[config.mk]
export PLATFORM = sky130hd
export DESIGN_NAME = llm_link_controller
export DESIGN_NICKNAME = d
export VERILOG_FILES = /design/src/rtl/llm_pkg.sv /design/src/rtl/llm_phase_sampler.sv /design/src/rtl/llm_biphase_tx.sv /design/src/rtl/llm_link_controller.sv
export SDC_FILE = /design/constraint.sdc
export NUM_CORES = 1
export LEC_CHECK = 0
export BUFFER_PORTS_ARGS = -buffer_cell sky130_fd_sc_hd__buf_4
export CAP_MARGIN = 20
export CORE_MARGIN = 10
export CORE_UTILIZATION = 53
export CTS_BUF_LIST = sky130_fd_sc_hd__clkbuf_8
export DETAILED_ROUTE_END_ITERATION = 8
export PLACE_DENSITY = 0.71
export SETUP_SLACK_MARGIN = 0.3
export SKIP_CTS_REPAIR_TIMING = 1
export SLEW_MARGIN = 20
export SYNTH_ARGS = -nofsm -noshare
export SYNTH_HDL_FRONTEND = slang
export SYNTH_SLANG_ARGS = --single-unit
[constraint.sdc]
create_clock -name CLK_I -period 2.7 [get_ports CLK_I]
set_input_delay 0.27 -clock CLK_I [delete_from_list [all_inputs] [get_ports CLK_I]]
set_output_delay 0.27 -clock CLK_I [all_outputs]
set_load 0.005 [all_outputs]
[src/rtl/llm_pkg.sv]
package llm_pkg;
	// register map, byte addresses on the register port
	localparam logic [7:0] OFF_DIVIDER = 8'h40;
	localparam logic [7:0] OFF_FWD_ADDR = 8'h41;
	localparam logic [7:0] OFF_FWD_DATA = 8'h42;
	localparam logic [7:0] OFF_BWD_DATA = 8'h43;
	localparam logic [7:0] OFF_CONTROL = 8'h44;
	localparam logic [7:0] OFF_STATUS = 8'h45;
	localparam logic [7:0] RESET_BYTE = 8'h00;
	// link_control field positions
	localparam int CTL_ENABLE_BIT = 3;
	localparam int CTL_ACK_BIT = 2;
	localparam int CTL_TX_STATE_BIT = 1;
	localparam int CTL_FORCE_BIT = 0;
	// link_control_status field positions
	localparam int STS_IE_BIT = 7;
	// sample and frame timing, in sample ticks and phases
	localparam logic [3:0] VOTE_FIRST = 4'h6;
	localparam logic [3:0] VOTE_LAST = 4'h8;
	localparam logic [3:0] PHASE_TAKE = 4'h9;
	localparam logic [3:0] LAST_SAMPLE = 4'hf;
	localparam logic [4:0] FWD_DATA_BITS = 5'h10;
	localparam logic [2:0] STOP_PHASES = 3'h4;
	localparam logic [2:0] FAIL_LOW_PHASES = 3'h4;
	localparam logic [4:0] TX_PHASES = 5'h16;
	// one decided phase of the incoming line
	typedef struct packed {
		logic valid;
		logic level;
		logic edge_seen;
		logic [3:0] count;
	} llm_phase_type;
endpackage

[src/rtl/llm_phase_sampler.sv]
`timescale 1ns/1ps
module llm_phase_sampler
	import llm_pkg::*;
(
	input wire logic clk_i,
	input wire logic rst_n_i,
	input wire logic ce_i,
	input wire logic tick_i,
	input wire logic line_i,
	output llm_phase_type phase_o
);
	logic s1_reg, s2_reg, s3_reg, stable_reg;
	logic s3_next, stable_next;
	logic [3:0] cnt_reg, cnt_next;
	logic [2:0] votes_reg, votes_next;
	llm_phase_type phase_reg, phase_next;
	logic change;

	function automatic logic majority(input logic [2:0] v);
		return (v[0] & v[1]) | (v[0] & v[2]) | (v[1] & v[2]);
	endfunction

	// a level change counts only once the last two stages agree
	always_comb begin
		s3_next = s2_reg;
		change = (s2_reg == s3_reg) && (s3_reg != stable_reg);
		stable_next = change ? s3_reg : stable_reg;
		cnt_next = cnt_reg;
		votes_next = votes_reg;
		phase_next = phase_reg;
		phase_next.valid = 1'b0;
		phase_next.edge_seen = 1'b0;
		if (change) begin
			// [RULE_15] capture sample count
			phase_next.edge_seen = 1'b1;
			phase_next.count = cnt_reg;
			// [RULE_17] resync on edge
			cnt_next = 4'h0;
		end else if (tick_i) begin
			cnt_next = cnt_reg + 4'h1;
			// [RULE_17] vote samples six to eight
			if (cnt_next >= VOTE_FIRST && cnt_next <= VOTE_LAST) begin
				votes_next = {votes_reg[1:0], stable_reg};
			end
			if (cnt_next == PHASE_TAKE) begin
				phase_next.valid = 1'b1;
				phase_next.level = majority(votes_reg);
			end
		end
	end

	// idle line is high, so the synchroniser resets to one
	always_ff @(posedge clk_i or negedge rst_n_i) begin
		if (!rst_n_i) begin
			s1_reg <= 1'b1;
			s2_reg <= 1'b1;
			s3_reg <= 1'b1;
			stable_reg <= 1'b1;
			cnt_reg <= 4'h0;
			votes_reg <= 3'h7;
			phase_reg <= '0;
		end else if (ce_i) begin
			s1_reg <= line_i;
			s2_reg <= s1_reg;
			s3_reg <= s3_next;
			stable_reg <= stable_next;
			cnt_reg <= cnt_next;
			votes_reg <= votes_next;
			phase_reg <= phase_next;
		end
	end

	assign phase_o = phase_reg;
endmodule

[src/rtl/llm_biphase_tx.sv]
`timescale 1ns/1ps
module llm_biphase_tx
	import llm_pkg::*;
(
	input wire logic clk_i,
	input wire logic rst_n_i,
	input wire logic ce_i,
	input wire logic tick_i,
	input wire logic abort_i,
	input wire logic start_i,
	input wire logic [7:0] byte_i,
	output logic line_o,
	output logic done_o
);
	logic [21:0] shift_reg, shift_next, frame;
	logic [4:0] left_reg, left_next;
	logic [3:0] sub_reg, sub_next;
	logic busy_reg, busy_next, line_reg, line_next, done_reg, done_next;

	// start phases, data msb first as two phases each, stop phases high
	always_comb begin
		frame = {2'b01, 16'h0000, 4'hf};
		for (int i = 0; i < 8; i++) begin
			frame[4 + 2 * i] = byte_i[i];
			frame[5 + 2 * i] = ~byte_i[i];
		end
	end

	// one phase lasts sixteen sample ticks
	always_comb begin
		shift_next = shift_reg;
		left_next = left_reg;
		sub_next = sub_reg;
		busy_next = busy_reg;
		line_next = line_reg;
		done_next = 1'b0;
		if (abort_i) begin
			busy_next = 1'b0;
			line_next = 1'b1;
		end else if (start_i) begin
			// [RULE_18] backward frame layout
			busy_next = 1'b1;
			line_next = frame[21];
			shift_next = {frame[20:0], 1'b1};
			left_next = TX_PHASES - 5'h01;
			sub_next = 4'h0;
		end else if (busy_reg && tick_i) begin
			sub_next = sub_reg + 4'h1;
			if (sub_reg == LAST_SAMPLE) begin
				if (left_reg == 5'h00) begin
					busy_next = 1'b0;
					line_next = 1'b1;
					done_next = 1'b1;
				end else begin
					line_next = shift_reg[21];
					shift_next = {shift_reg[20:0], 1'b1};
					left_next = left_reg - 5'h01;
				end
			end
		end
	end

	always_ff @(posedge clk_i or negedge rst_n_i) begin
		if (!rst_n_i) begin
			shift_reg <= '1;
			left_reg <= 5'h00;
			sub_reg <= 4'h0;
			busy_reg <= 1'b0;
			line_reg <= 1'b1;
			done_reg <= 1'b0;
		end else if (ce_i) begin
			shift_reg <= shift_next;
			left_reg <= left_next;
			sub_reg <= sub_next;
			busy_reg <= busy_next;
			line_reg <= line_next;
			done_reg <= done_next;
		end
	end

	assign line_o = line_reg;
	assign done_o = done_reg;
endmodule

[src/rtl/llm_link_controller.sv]
//
// Contract
// [RULE_01] Sample tick is clock divided by divider plus one; sixteen ticks per phase.
// [RULE_02] Good forward frames load address and data bytes into read-only registers.
// [RULE_03] Software loads the backward byte before transmitting; reset clears it.
// [RULE_04] Upper four control bits always read zero.
// [RULE_05] Enable gates receive and transmit; changing it restarts the state machine.
// [RULE_06] Acknowledge self-clears; each next exchange waits for it.
// [RULE_07] Transmit-state bit selects transmit or receive; reset clears it.
// [RULE_08] Software sets transmit-state for replies and clears it afterwards.
// [RULE_09] Force bit transmits without a forward frame, then raises end flag.
// [RULE_10] Software should toggle enable before setting force.
// [RULE_11] Interrupt enable is the only writable status bit; reset clears it.
// [RULE_12] End flag sets at end of receive or transmit; acknowledge clears it.
// [RULE_13] Error flag sets on format or line failure; status read clears it.
// [RULE_14] Link-state flag reads one in receive, zero in transmit.
// [RULE_15] Each line edge copies the sample counter into status bits three to zero.
// [RULE_16] Status accepts writes only in bit seven.
// [RULE_17] Phase level is majority of samples six to eight; edges clear counter.
// [RULE_18] Forward frame nineteen bits, backward eleven, msb first, high stops.
// [RULE_19] In receive, line low for two bit periods sets error.
// [RULE_20] Reset and errors return the link to receive, hunting a start bit. Line-failure errors here leave the state unchanged.
// [RULE_21] Interrupt output is end flag and interrupt enable together.
//
// The address-and-strobe port was decided locally.
`timescale 1ns/1ps
module llm_link_controller
	import llm_pkg::*;
(
	input wire logic CLK_I,
	input wire logic RST_N_I,
	input wire logic CE_I,
	input wire logic [7:0] ADDR_I,
	input wire logic [7:0] WDATA_I,
	input wire logic WR_I,
	input wire logic RD_I,
	output logic [7:0] RDATA_O,
	input wire logic DALI_RX_I,
	output logic DALI_TX_O,
	output logic IRQ_O
);
	typedef enum logic [2:0] {
		ST_HUNT,
		ST_FIRST,
		ST_SECOND,
		ST_STOP,
		ST_WAIT_ACK,
		ST_TX
	} llm_state_type;

	function automatic logic hit(input logic strobe, input logic [7:0] addr, input logic [7:0] off);
		return strobe && (addr == off);
	endfunction

	// software registers
	logic [7:0] divider_reg, divider_next;
	logic [7:0] bwd_data_reg, bwd_data_next;
	logic enable_reg, enable_next;
	logic ack_reg, ack_next;
	logic tx_state_reg, tx_state_next;
	logic force_reg, force_next;
	logic ie_reg, ie_next;
	logic restart;

	// sample tick divider
	logic [7:0] div_cnt_reg, div_cnt_next;
	logic tick_reg, tick_next;

	// protocol state
	llm_state_type state_reg, state_next;
	logic [4:0] bit_cnt_reg, bit_cnt_next;
	logic [2:0] stop_cnt_reg, stop_cnt_next;
	logic [15:0] shift_reg, shift_next;
	logic first_reg, first_next;
	logic [7:0] fwd_addr_reg, fwd_addr_next;
	logic [7:0] fwd_data_reg, fwd_data_next;
	logic tx_start_reg, tx_start_next;
	logic [2:0] low_cnt_reg, low_cnt_next;
	logic end_set, err_set;

	// flags and outputs
	logic end_reg, end_next;
	logic err_reg, err_next;
	logic irq_reg, irq_next;
	logic [7:0] rdata_reg, rdata_next;

	llm_phase_type phase;
	logic tx_line, tx_done, abort;

	llm_phase_sampler u_sampler (
		.clk_i(CLK_I),
		.rst_n_i(RST_N_I),
		.ce_i(CE_I),
		.tick_i(tick_reg),
		.line_i(DALI_RX_I),
		.phase_o(phase)
	);

	llm_biphase_tx u_tx (
		.clk_i(CLK_I),
		.rst_n_i(RST_N_I),
		.ce_i(CE_I),
		.tick_i(tick_reg),
		.abort_i(abort),
		.start_i(tx_start_reg),
		.byte_i(bwd_data_reg),
		.line_o(tx_line),
		.done_o(tx_done)
	);

	// register writes; acknowledge lives for one cycle only
	always_comb begin
		divider_next = divider_reg;
		bwd_data_next = bwd_data_reg;
		enable_next = enable_reg;
		tx_state_next = tx_state_reg;
		force_next = force_reg;
		ie_next = ie_reg;
		// [RULE_06] acknowledge self-clears
		ack_next = 1'b0;
		restart = 1'b0;
		if (hit(WR_I, ADDR_I, OFF_DIVIDER)) begin
			divider_next = WDATA_I;
		end
		// [RULE_03] backward byte held for transmit
		if (hit(WR_I, ADDR_I, OFF_BWD_DATA)) begin
			bwd_data_next = WDATA_I;
		end
		if (hit(WR_I, ADDR_I, OFF_CONTROL)) begin
			enable_next = WDATA_I[CTL_ENABLE_BIT];
			ack_next = WDATA_I[CTL_ACK_BIT];
			// [RULE_07] transmit-state select
			tx_state_next = WDATA_I[CTL_TX_STATE_BIT];
			force_next = WDATA_I[CTL_FORCE_BIT];
			// [RULE_05] enable change restarts fsm
			restart = WDATA_I[CTL_ENABLE_BIT] != enable_reg;
		end
		// [RULE_16] only bit seven writable
		if (hit(WR_I, ADDR_I, OFF_STATUS)) begin
			// [RULE_11] interrupt enable write
			ie_next = WDATA_I[STS_IE_BIT];
		end
	end

	always_ff @(posedge CLK_I or negedge RST_N_I) begin
		if (!RST_N_I) begin
			divider_reg <= RESET_BYTE;
			bwd_data_reg <= RESET_BYTE;
			enable_reg <= 1'b0;
			ack_reg <= 1'b0;
			tx_state_reg <= 1'b0;
			force_reg <= 1'b0;
			ie_reg <= 1'b0;
		end else if (CE_I) begin
			divider_reg <= divider_next;
			bwd_data_reg <= bwd_data_next;
			enable_reg <= enable_next;
			ack_reg <= ack_next;
			tx_state_reg <= tx_state_next;
			force_reg <= force_next;
			ie_reg <= ie_next;
		end
	end

	// [RULE_01] tick every divider plus one clocks
	always_comb begin
		tick_next = 1'b0;
		div_cnt_next = div_cnt_reg + 8'h01;
		// compare with >= so shrinking the divider never waits a full wrap
		if (div_cnt_reg >= divider_reg) begin
			div_cnt_next = 8'h00;
			tick_next = 1'b1;
		end
	end

	// divider runs even when disabled so edge timing stays visible
	always_ff @(posedge CLK_I or negedge RST_N_I) begin
		if (!RST_N_I) begin
			div_cnt_reg <= 8'h00;
			tick_reg <= 1'b0;
		end else if (CE_I) begin
			div_cnt_reg <= div_cnt_next;
			tick_reg <= tick_next;
		end
	end

	assign abort = !enable_reg || restart;

	// receive decoding, acknowledge wait and transmit sequencing
	always_comb begin
		state_next = state_reg;
		bit_cnt_next = bit_cnt_reg;
		stop_cnt_next = stop_cnt_reg;
		shift_next = shift_reg;
		first_next = first_reg;
		fwd_addr_next = fwd_addr_reg;
		fwd_data_next = fwd_data_reg;
		tx_start_next = 1'b0;
		end_set = 1'b0;
		err_set = 1'b0;
		if (abort) begin
			// [RULE_05] disabled or restarted
			state_next = ST_HUNT;
			bit_cnt_next = 5'h00;
		end else begin
			unique case (state_reg)
				ST_HUNT: begin
					// [RULE_09] forced transmit
					if (force_reg) begin
						state_next = ST_TX;
						tx_start_next = 1'b1;
					end else if (phase.valid && !phase.level) begin
						// [RULE_20] low first half of start
						first_next = 1'b0;
						bit_cnt_next = 5'h00;
						state_next = ST_SECOND;
					end
				end
				ST_FIRST: begin
					if (phase.valid) begin
						first_next = phase.level;
						state_next = ST_SECOND;
					end
				end
				ST_SECOND: begin
					if (phase.valid) begin
						if (phase.level == first_reg) begin
							// [RULE_13] code violation
							err_set = 1'b1;
							// [RULE_20] drop frame
							state_next = ST_HUNT;
						end else begin
							// [RULE_18] second phase is the bit, msb first
							if (bit_cnt_reg != 5'h00) begin
								shift_next = {shift_reg[14:0], phase.level};
							end
							if (bit_cnt_reg == FWD_DATA_BITS) begin
								stop_cnt_next = 3'h0;
								state_next = ST_STOP;
							end else begin
								bit_cnt_next = bit_cnt_reg + 5'h01;
								state_next = ST_FIRST;
							end
						end
					end
				end
				ST_STOP: begin
					if (phase.valid) begin
						if (!phase.level) begin
							// [RULE_18] stop phases must stay high
							err_set = 1'b1;
							state_next = ST_HUNT;
						end else if (stop_cnt_reg == STOP_PHASES - 3'h1) begin
							// [RULE_02] load forward bytes
							fwd_addr_next = shift_reg[15:8];
							fwd_data_next = shift_reg[7:0];
							end_set = 1'b1;
							state_next = ST_WAIT_ACK;
						end else begin
							stop_cnt_next = stop_cnt_reg + 3'h1;
						end
					end
				end
				ST_WAIT_ACK: begin
					// [RULE_06] next exchange only after acknowledge
					if (ack_reg) begin
						if (tx_state_reg || force_reg) begin
							state_next = ST_TX;
							tx_start_next = 1'b1;
						end else begin
							state_next = ST_HUNT;
						end
					end
				end
				ST_TX: begin
					// [RULE_12] end of backward frame
					if (tx_done) begin
						end_set = 1'b1;
						state_next = ST_WAIT_ACK;
					end
				end
			endcase
		end
	end

	// [RULE_19] count consecutive low phases while receiving
	always_comb begin
		low_cnt_next = low_cnt_reg;
		if (abort || state_reg == ST_TX) begin
			low_cnt_next = 3'h0;
		end else if (phase.valid) begin
			if (phase.level) begin
				low_cnt_next = 3'h0;
			end else if (low_cnt_reg != FAIL_LOW_PHASES) begin
				low_cnt_next = low_cnt_reg + 3'h1;
			end
		end
	end

	always_ff @(posedge CLK_I or negedge RST_N_I) begin
		if (!RST_N_I) begin
			state_reg <= ST_HUNT;
			bit_cnt_reg <= 5'h00;
			stop_cnt_reg <= 3'h0;
			shift_reg <= 16'h0000;
			first_reg <= 1'b0;
			fwd_addr_reg <= RESET_BYTE;
			fwd_data_reg <= RESET_BYTE;
			tx_start_reg <= 1'b0;
			low_cnt_reg <= 3'h0;
		end else if (CE_I) begin
			state_reg <= state_next;
			bit_cnt_reg <= bit_cnt_next;
			stop_cnt_reg <= stop_cnt_next;
			shift_reg <= shift_next;
			first_reg <= first_next;
			fwd_addr_reg <= fwd_addr_next;
			fwd_data_reg <= fwd_data_next;
			tx_start_reg <= tx_start_next;
			low_cnt_reg <= low_cnt_next;
		end
	end

	// flags: a set in the same cycle as its clear wins
	always_comb begin
		// [RULE_12] acknowledge clears end flag
		end_next = (end_reg && !ack_reg) || end_set;
		// [RULE_13] status read clears error
		err_next = (err_reg && !hit(RD_I, ADDR_I, OFF_STATUS)) || err_set;
		// [RULE_19] line failure sets error once per low stretch
		if (low_cnt_reg == FAIL_LOW_PHASES - 3'h1 && low_cnt_next == FAIL_LOW_PHASES) begin
			err_next = 1'b1;
		end
		// [RULE_21] interrupt request
		irq_next = end_reg && ie_reg;
	end

	// read data stands one cycle after the strobe, zero otherwise
	always_comb begin
		rdata_next = 8'h00;
		if (RD_I) begin
			unique case (ADDR_I)
				OFF_DIVIDER: rdata_next = divider_reg;
				OFF_FWD_ADDR: rdata_next = fwd_addr_reg;
				OFF_FWD_DATA: rdata_next = fwd_data_reg;
				OFF_BWD_DATA: rdata_next = bwd_data_reg;
				// [RULE_04] upper control bits zero
				OFF_CONTROL: rdata_next = {4'h0, enable_reg, ack_reg, tx_state_reg, force_reg};
				// [RULE_14] link state, [RULE_15] captured count
				OFF_STATUS: rdata_next = {ie_reg, end_reg, err_reg, state_reg != ST_TX, phase.count};
				default: rdata_next = 8'h00;
			endcase
		end
	end

	always_ff @(posedge CLK_I or negedge RST_N_I) begin
		if (!RST_N_I) begin
			end_reg <= 1'b0;
			err_reg <= 1'b0;
			irq_reg <= 1'b0;
			rdata_reg <= 8'h00;
		end else if (CE_I) begin
			end_reg <= end_next;
			err_reg <= err_next;
			irq_reg <= irq_next;
			rdata_reg <= rdata_next;
		end
	end

	assign RDATA_O = rdata_reg;
	assign IRQ_O = irq_reg;
	assign DALI_TX_O = tx_line;
endmodule

* Word-level counts from Yosys, hierarchy flattened *
Cells that the tools add are included.

word-level totals
  word-level logic and storage cells = 249
  output and inout port bits = 10
  flip-flop bits (word level) = 140
  bits of input ports = 22

cells by class
  magnitude comparators = 3
  multiplexer cells = 90
  add/sub/neg operators = 7
  reduce and logical (&&, ||, !) cells = 52
  equal/unequal tests = 44
  bitwise logic cells = 16

operators with widths
  operator                                                                 number
  22-bit two-way mux                                                       4
  3-bit two-way mux                                                        21
  5-bit two-way mux                                                        10
  8-bit by 7-bit == test with 1-bit output, second input constant          6
  8-bit case mux with 6 select lines                                       1
  1-bit two-way mux                                                        36
  3-bit inequality test, second input constant                             7
  3-bit case mux with 6 select lines                                       1
  6-bit AND reduction                                                      3
  4-bit two-way mux                                                        4
  8-bit two-way mux                                                        2
  1-bit logical AND                                                        13
  3-bit by 2-bit == test with 1-bit output, second input constant          4
  2-bit inequality test, second input constant                             6
  3-bit by 2-bit inequality test with 1-bit output, second input constant  4
  2-bit AND reduction                                                      6
  4-bit AND reduction                                                      3
  3-bit nonzero test                                                       4
  1-bit inverter                                                           11
  2-bit two-way mux                                                        5
  5-bit case mux with 2 select lines                                       1
  2-bit nonzero test                                                       5
  3-bit == test, second input constant                                     3
  9-bit AND reduction                                                      1
  other kinds (28)                                                         51

* Logic depth before layout (Yosys ltp) *
  depth in word-level cells = 9
  mapped depth = 8
  gate-level depth less buffers = 7

* By module *
Synthesis repeated with hierarchy kept, for this count alone.

second synthesis, totals
  cell total of the unflattened synthesis = 627
  area, all modules = 7114.3 µm²

by module, submodules not included
  module               cells an instance  times used  seq. area each (µm²)  area an instance (µm²)
  llm_link_controller  425                1           2227.1                4769.6
  llm_biphase_tx       132                1           748.2                 1516.5
  llm_phase_sampler    70                 1           459.2                 828.3

* Least setup slack after synthesis *
Ideal clock, no wire load.

  path type = input-to-reg
  start point = input ADDR_I[1]
  end point = register shift_reg[10]
  buffers on the path = 3
  slack = 0.636 ns
  stages on the path = 7
  data required time = 2.575 ns
  library setup time = 0.125 ns
  data arrival time = 1.940 ns
  path through = or4_1 > buf_2 > o31ai_4 > or3_1 > buf_4 > buf_6 > mux2_2

between the ends
  word-level cells in the longest chain between the ends = 6

ends and longest elaborated chain
  item                                      line                        source
  from (decl)                               llm_link_controller.sv:33   input wire logic [7:0] ADDR_I,
  8-bit by 7-bit == test with 1-bit output  llm_link_controller.sv:52   return strobe && (addr == off);
  1-bit logical AND                         llm_link_controller.sv:52
  1-bit two-way mux                         llm_link_controller.sv:129  if (hit(WR_I, ADDR_I, OFF_CONTROL)) begin
  1-bit logical OR                          llm_link_controller.sv:187  assign abort = !enable_reg || restart;
  1-bit inverter (no source line)           n/a
  6-bit AND reduction (no source line)      n/a
  to (signal assigned)                      llm_link_controller.sv:315  shift_reg <= shift_next;
  to (decl)                                 llm_link_controller.sv:73   logic [15:0] shift_reg, shift_next;

No other way between the ends.
A chain may end at the register's enable or synchronous reset.

* Worst setup path after layout *
  start point = register u_sampler.phase_reg (netlist bit u_sampler.phase_o[6])
  end point = register shift_reg[15]

between the ends
  word-level cells in the longest chain between the ends = 1

ends and longest elaborated chain
  item                                  line                     source
  from (decl)                           llm_phase_sampler.sv:16  llm_phase_type phase_reg, phase_next;
  from (signal assigned)                llm_phase_sampler.sv:69  phase_reg <= phase_next;
  6-bit AND reduction (no source line)  n/a

No other way between the ends.

==> summary.md <==
| Metric | Value |
|---|---|
| Outcome | `finished clean` |
| Yosys cell types | `79` |
| Antenna Cells | `0` |
| Crit path max fanout | `16` |
| Post-synth net total | `687` |
| GRT Total Usage | `17.8%` |
| Die W | `135 µm` |
| Largest net degree at the start of global routing | `59` |
| Final setup fails | `0` |
| Maximum clock path buffer count | `2` |
| Die area | `18200 µm²` |
| Seq/Total Area, Yosys | `48.7%` |
| Most frequent cells in the layout | `dfrtp_1, mux2_2, o21ai_0` |
| Filler cells | `1008` |
| Dominant cell type by area after synthesis | `dfrtp_1` |
| Register area | `3410 µm²` |
| Syn. warnings | `0` |
| Minimum clock period | `2.16 ns` |
| TritonCTS clock tree | `yes` |
| Area share of the largest cell type after synthesis | `39.3%` |
| Slew of the pin with the lowest slew margin | `0.615 ns` |
| Post-Syn Instances | `643` |
| Placed Cells incl. Taps | `830` |
| Post-detail-place hpwl | `11200 µm` |
| GRT overflow | `0` |
| Syn Area/Cell | `10.9 µm²` |
| Total Power | `4.48 mW` |
| Avg WL per Cell | `18.1 µm` |
| Starting Density | `54.8%` |
| Total Neg Setup Slack | `0 ns` |
| CTS Buf Count | `17` |
| Area contributors post-synth | `dfrtp_1, mux2_2, dfstp_2` |
| DR vias | `5105` |
| DRT Pass-1 Iters | `5` |
| Unrepaired setup endpoints after global routing | `no` |
| IO Port Bufs | `31` |
| Final period utilization | `79.8%` |
| Clk_lat worst skew | `0.44 ns` |
| Pleak | `3.44 nW` |
| Ys flop type | `dfrtp_1` |
| Final GP Congestion | `0.915` |
| H-tree depth | `4` |
| Initial antenna violation count | `0` |
| Crit path capture type | `flop` |
| Max_cap viols | `0` |
| DRT iter0 DRCs | `317` |
| Routed wire length | `15600 µm` |
| Pwr per Cell Area | `571 nW/µm²` |
| Vias in the first global route | `5189` |
| Critical path data arrival time | `2.48 ns` |
| Layout Nets | `722` |
| Layout cells sized above 1 | `26.8%` |
| Peak Freq | `464 MHz` |
| Setup Skew | `0.00736 ns` |
| Type of the worst setup path | `reg -> reg` |
| Clock slew at reported path FFs | `0.08 ns` |
| Hold crit path type | `in -> reg` |
| Slew HR | `58.4%` |
| Multi-input logic area | `3250 µm²` |
| Final Hold Viols | `0` |
| Max IR drop VDD | `0.000348 V` |
| Post-route ant nets | `0` |
| Die Ht | `135 µm` |
| DR DRC count | `0` |
| First-pass GRT wire length | `25800 µm` |
| Mapped Area | `7000 µm²` |
| Worst Path Required | `3.03 ns` |
| Commonest non-fill, non-tap cell in the layout | `dfrtp_1` |
| Vias per cell | `5.92` |
| Flops & latches, synth | `135` |
| Area of the core | `12800 µm²` |
| Finished Layout Cells | `863` |
| Slew Viols, Final | `0` |
| Post-synth EDFFs | `0` |
| Asr flop ratio synth | `100%` |
| Sink Count | `135` |
| Area grow syn2layout | `12.2%` |
| I/O pin total | `32` |
| Max reg flops | `17` |
| WHS | `0.0609 ns` |
| Root buffer cell | `clkbuf_8` |
| # rows | `41` |
| Worst Setup Start Kind | `flop` |
==> worst max-delay path: stages (launching register included) <==
cell and delay [ns]:
dfrtp_1 0.56, nand4b_1 0.17, or3_1 0.39, or3_1 0.37, buf_4 0.22, mux2_1 0.33
==> cells in the mapped netlist (5+ instances only) <==
| library cell | number |
|---|---|
| o2bb2ai_1 | 14 |
| nor4_1 | 5 |
| ha_1 | 22 |
| inv_1 | 36 |
| nor2_1 | 21 |
| dfrtp_1 | 110 |
| nand3_1 | 18 |
| xor2_1 | 8 |
| clkbuf_1 | 17 |
| dfstp_2 | 25 |
| o21ai_0 | 53 |
| nand2_1 | 51 |
| a221oi_1 | 9 |
| buf_2 | 5 |
| nand4_1 | 7 |
| a21oi_1 | 29 |
| mux2_2 | 62 |
| nor3_1 | 17 |
| mux2i_1 | 24 |
==> layer usage <==
layer	GRT usage [%]	share of wire [%]
met5	0	0
met4	6.71	1.4
met3	4.86	4.7
met2	29.3	50
met1	21.6	44
==> stage by stage <==
step | util, % | setup slack (ns) | area, µm²
floorplan | - | 0.636 | 7000
global placement | 57.9 | 0.246 | 7390
detailed placement | 57.9 | 0.193 | 7390
CTS | 61.4 | 0.572 | 7840
global route | 61.5 | 0.401 | 7850
finish | 61.5 | 0.544 | 7850
==> path summary, 6_finish.rpt <==
| path | cells past startpoint | to | startpoint | slack (ns) |
|---|---|---|---|---|
| setup / recovery | 5 | shift_reg[15] | u_sampler.phase_o[6] | 0.54 |
| hold reg to reg | 2 | u_tx.shift_reg[5] | u_tx.shift_reg[5] | 0.46 |
| min in group asynchronous | 2 | u_tx.sub_reg[3] | RST_N_I | 0.37 |
| max in group asynchronous | 3 | u_sampler.s1_reg | RST_N_I | 1.57 |
| setup reg to reg | 5 | shift_reg[15] | u_sampler.phase_o[6] | 0.54 |
| hold / removal | 2 | u_sampler.s1_reg | DALI_RX_I | 0.06 |
==> where the power goes <==
group	switching, mW	internal [mW]	leakage, nW
clock	0.778	1.08	0.226
combinational	0.232	0.170	1.45
sequential	0.0936	2.13	1.76
total	1.10	3.38	3.44
==> logic make-up after synthesis <==
family | count (synthesis) | share of synthesized area [%]
AND/OR/NAND/NOR | 160 | 12.1
AO/OA/AOI/OAI | 157 | 15.3
flip-flops | 135 | 48.7
multiplexers | 87 | 13.6
buffers and inverters | 70 | 4.85
adder cells (fa/ha/maj) | 23 | 4.08
XOR/XNOR | 11 | 1.38
==> final cells by class <==
cell class,count,area share [%]
clock buffers,20,3.51
multi-input cells,438,41.4
well taps,172,2.74
clock inverters,12,2.23
repair buffers,50,5.02
flip-flops and latches,135,43.4
inverters,36,1.72
Power figures use the tool's default switching activity.
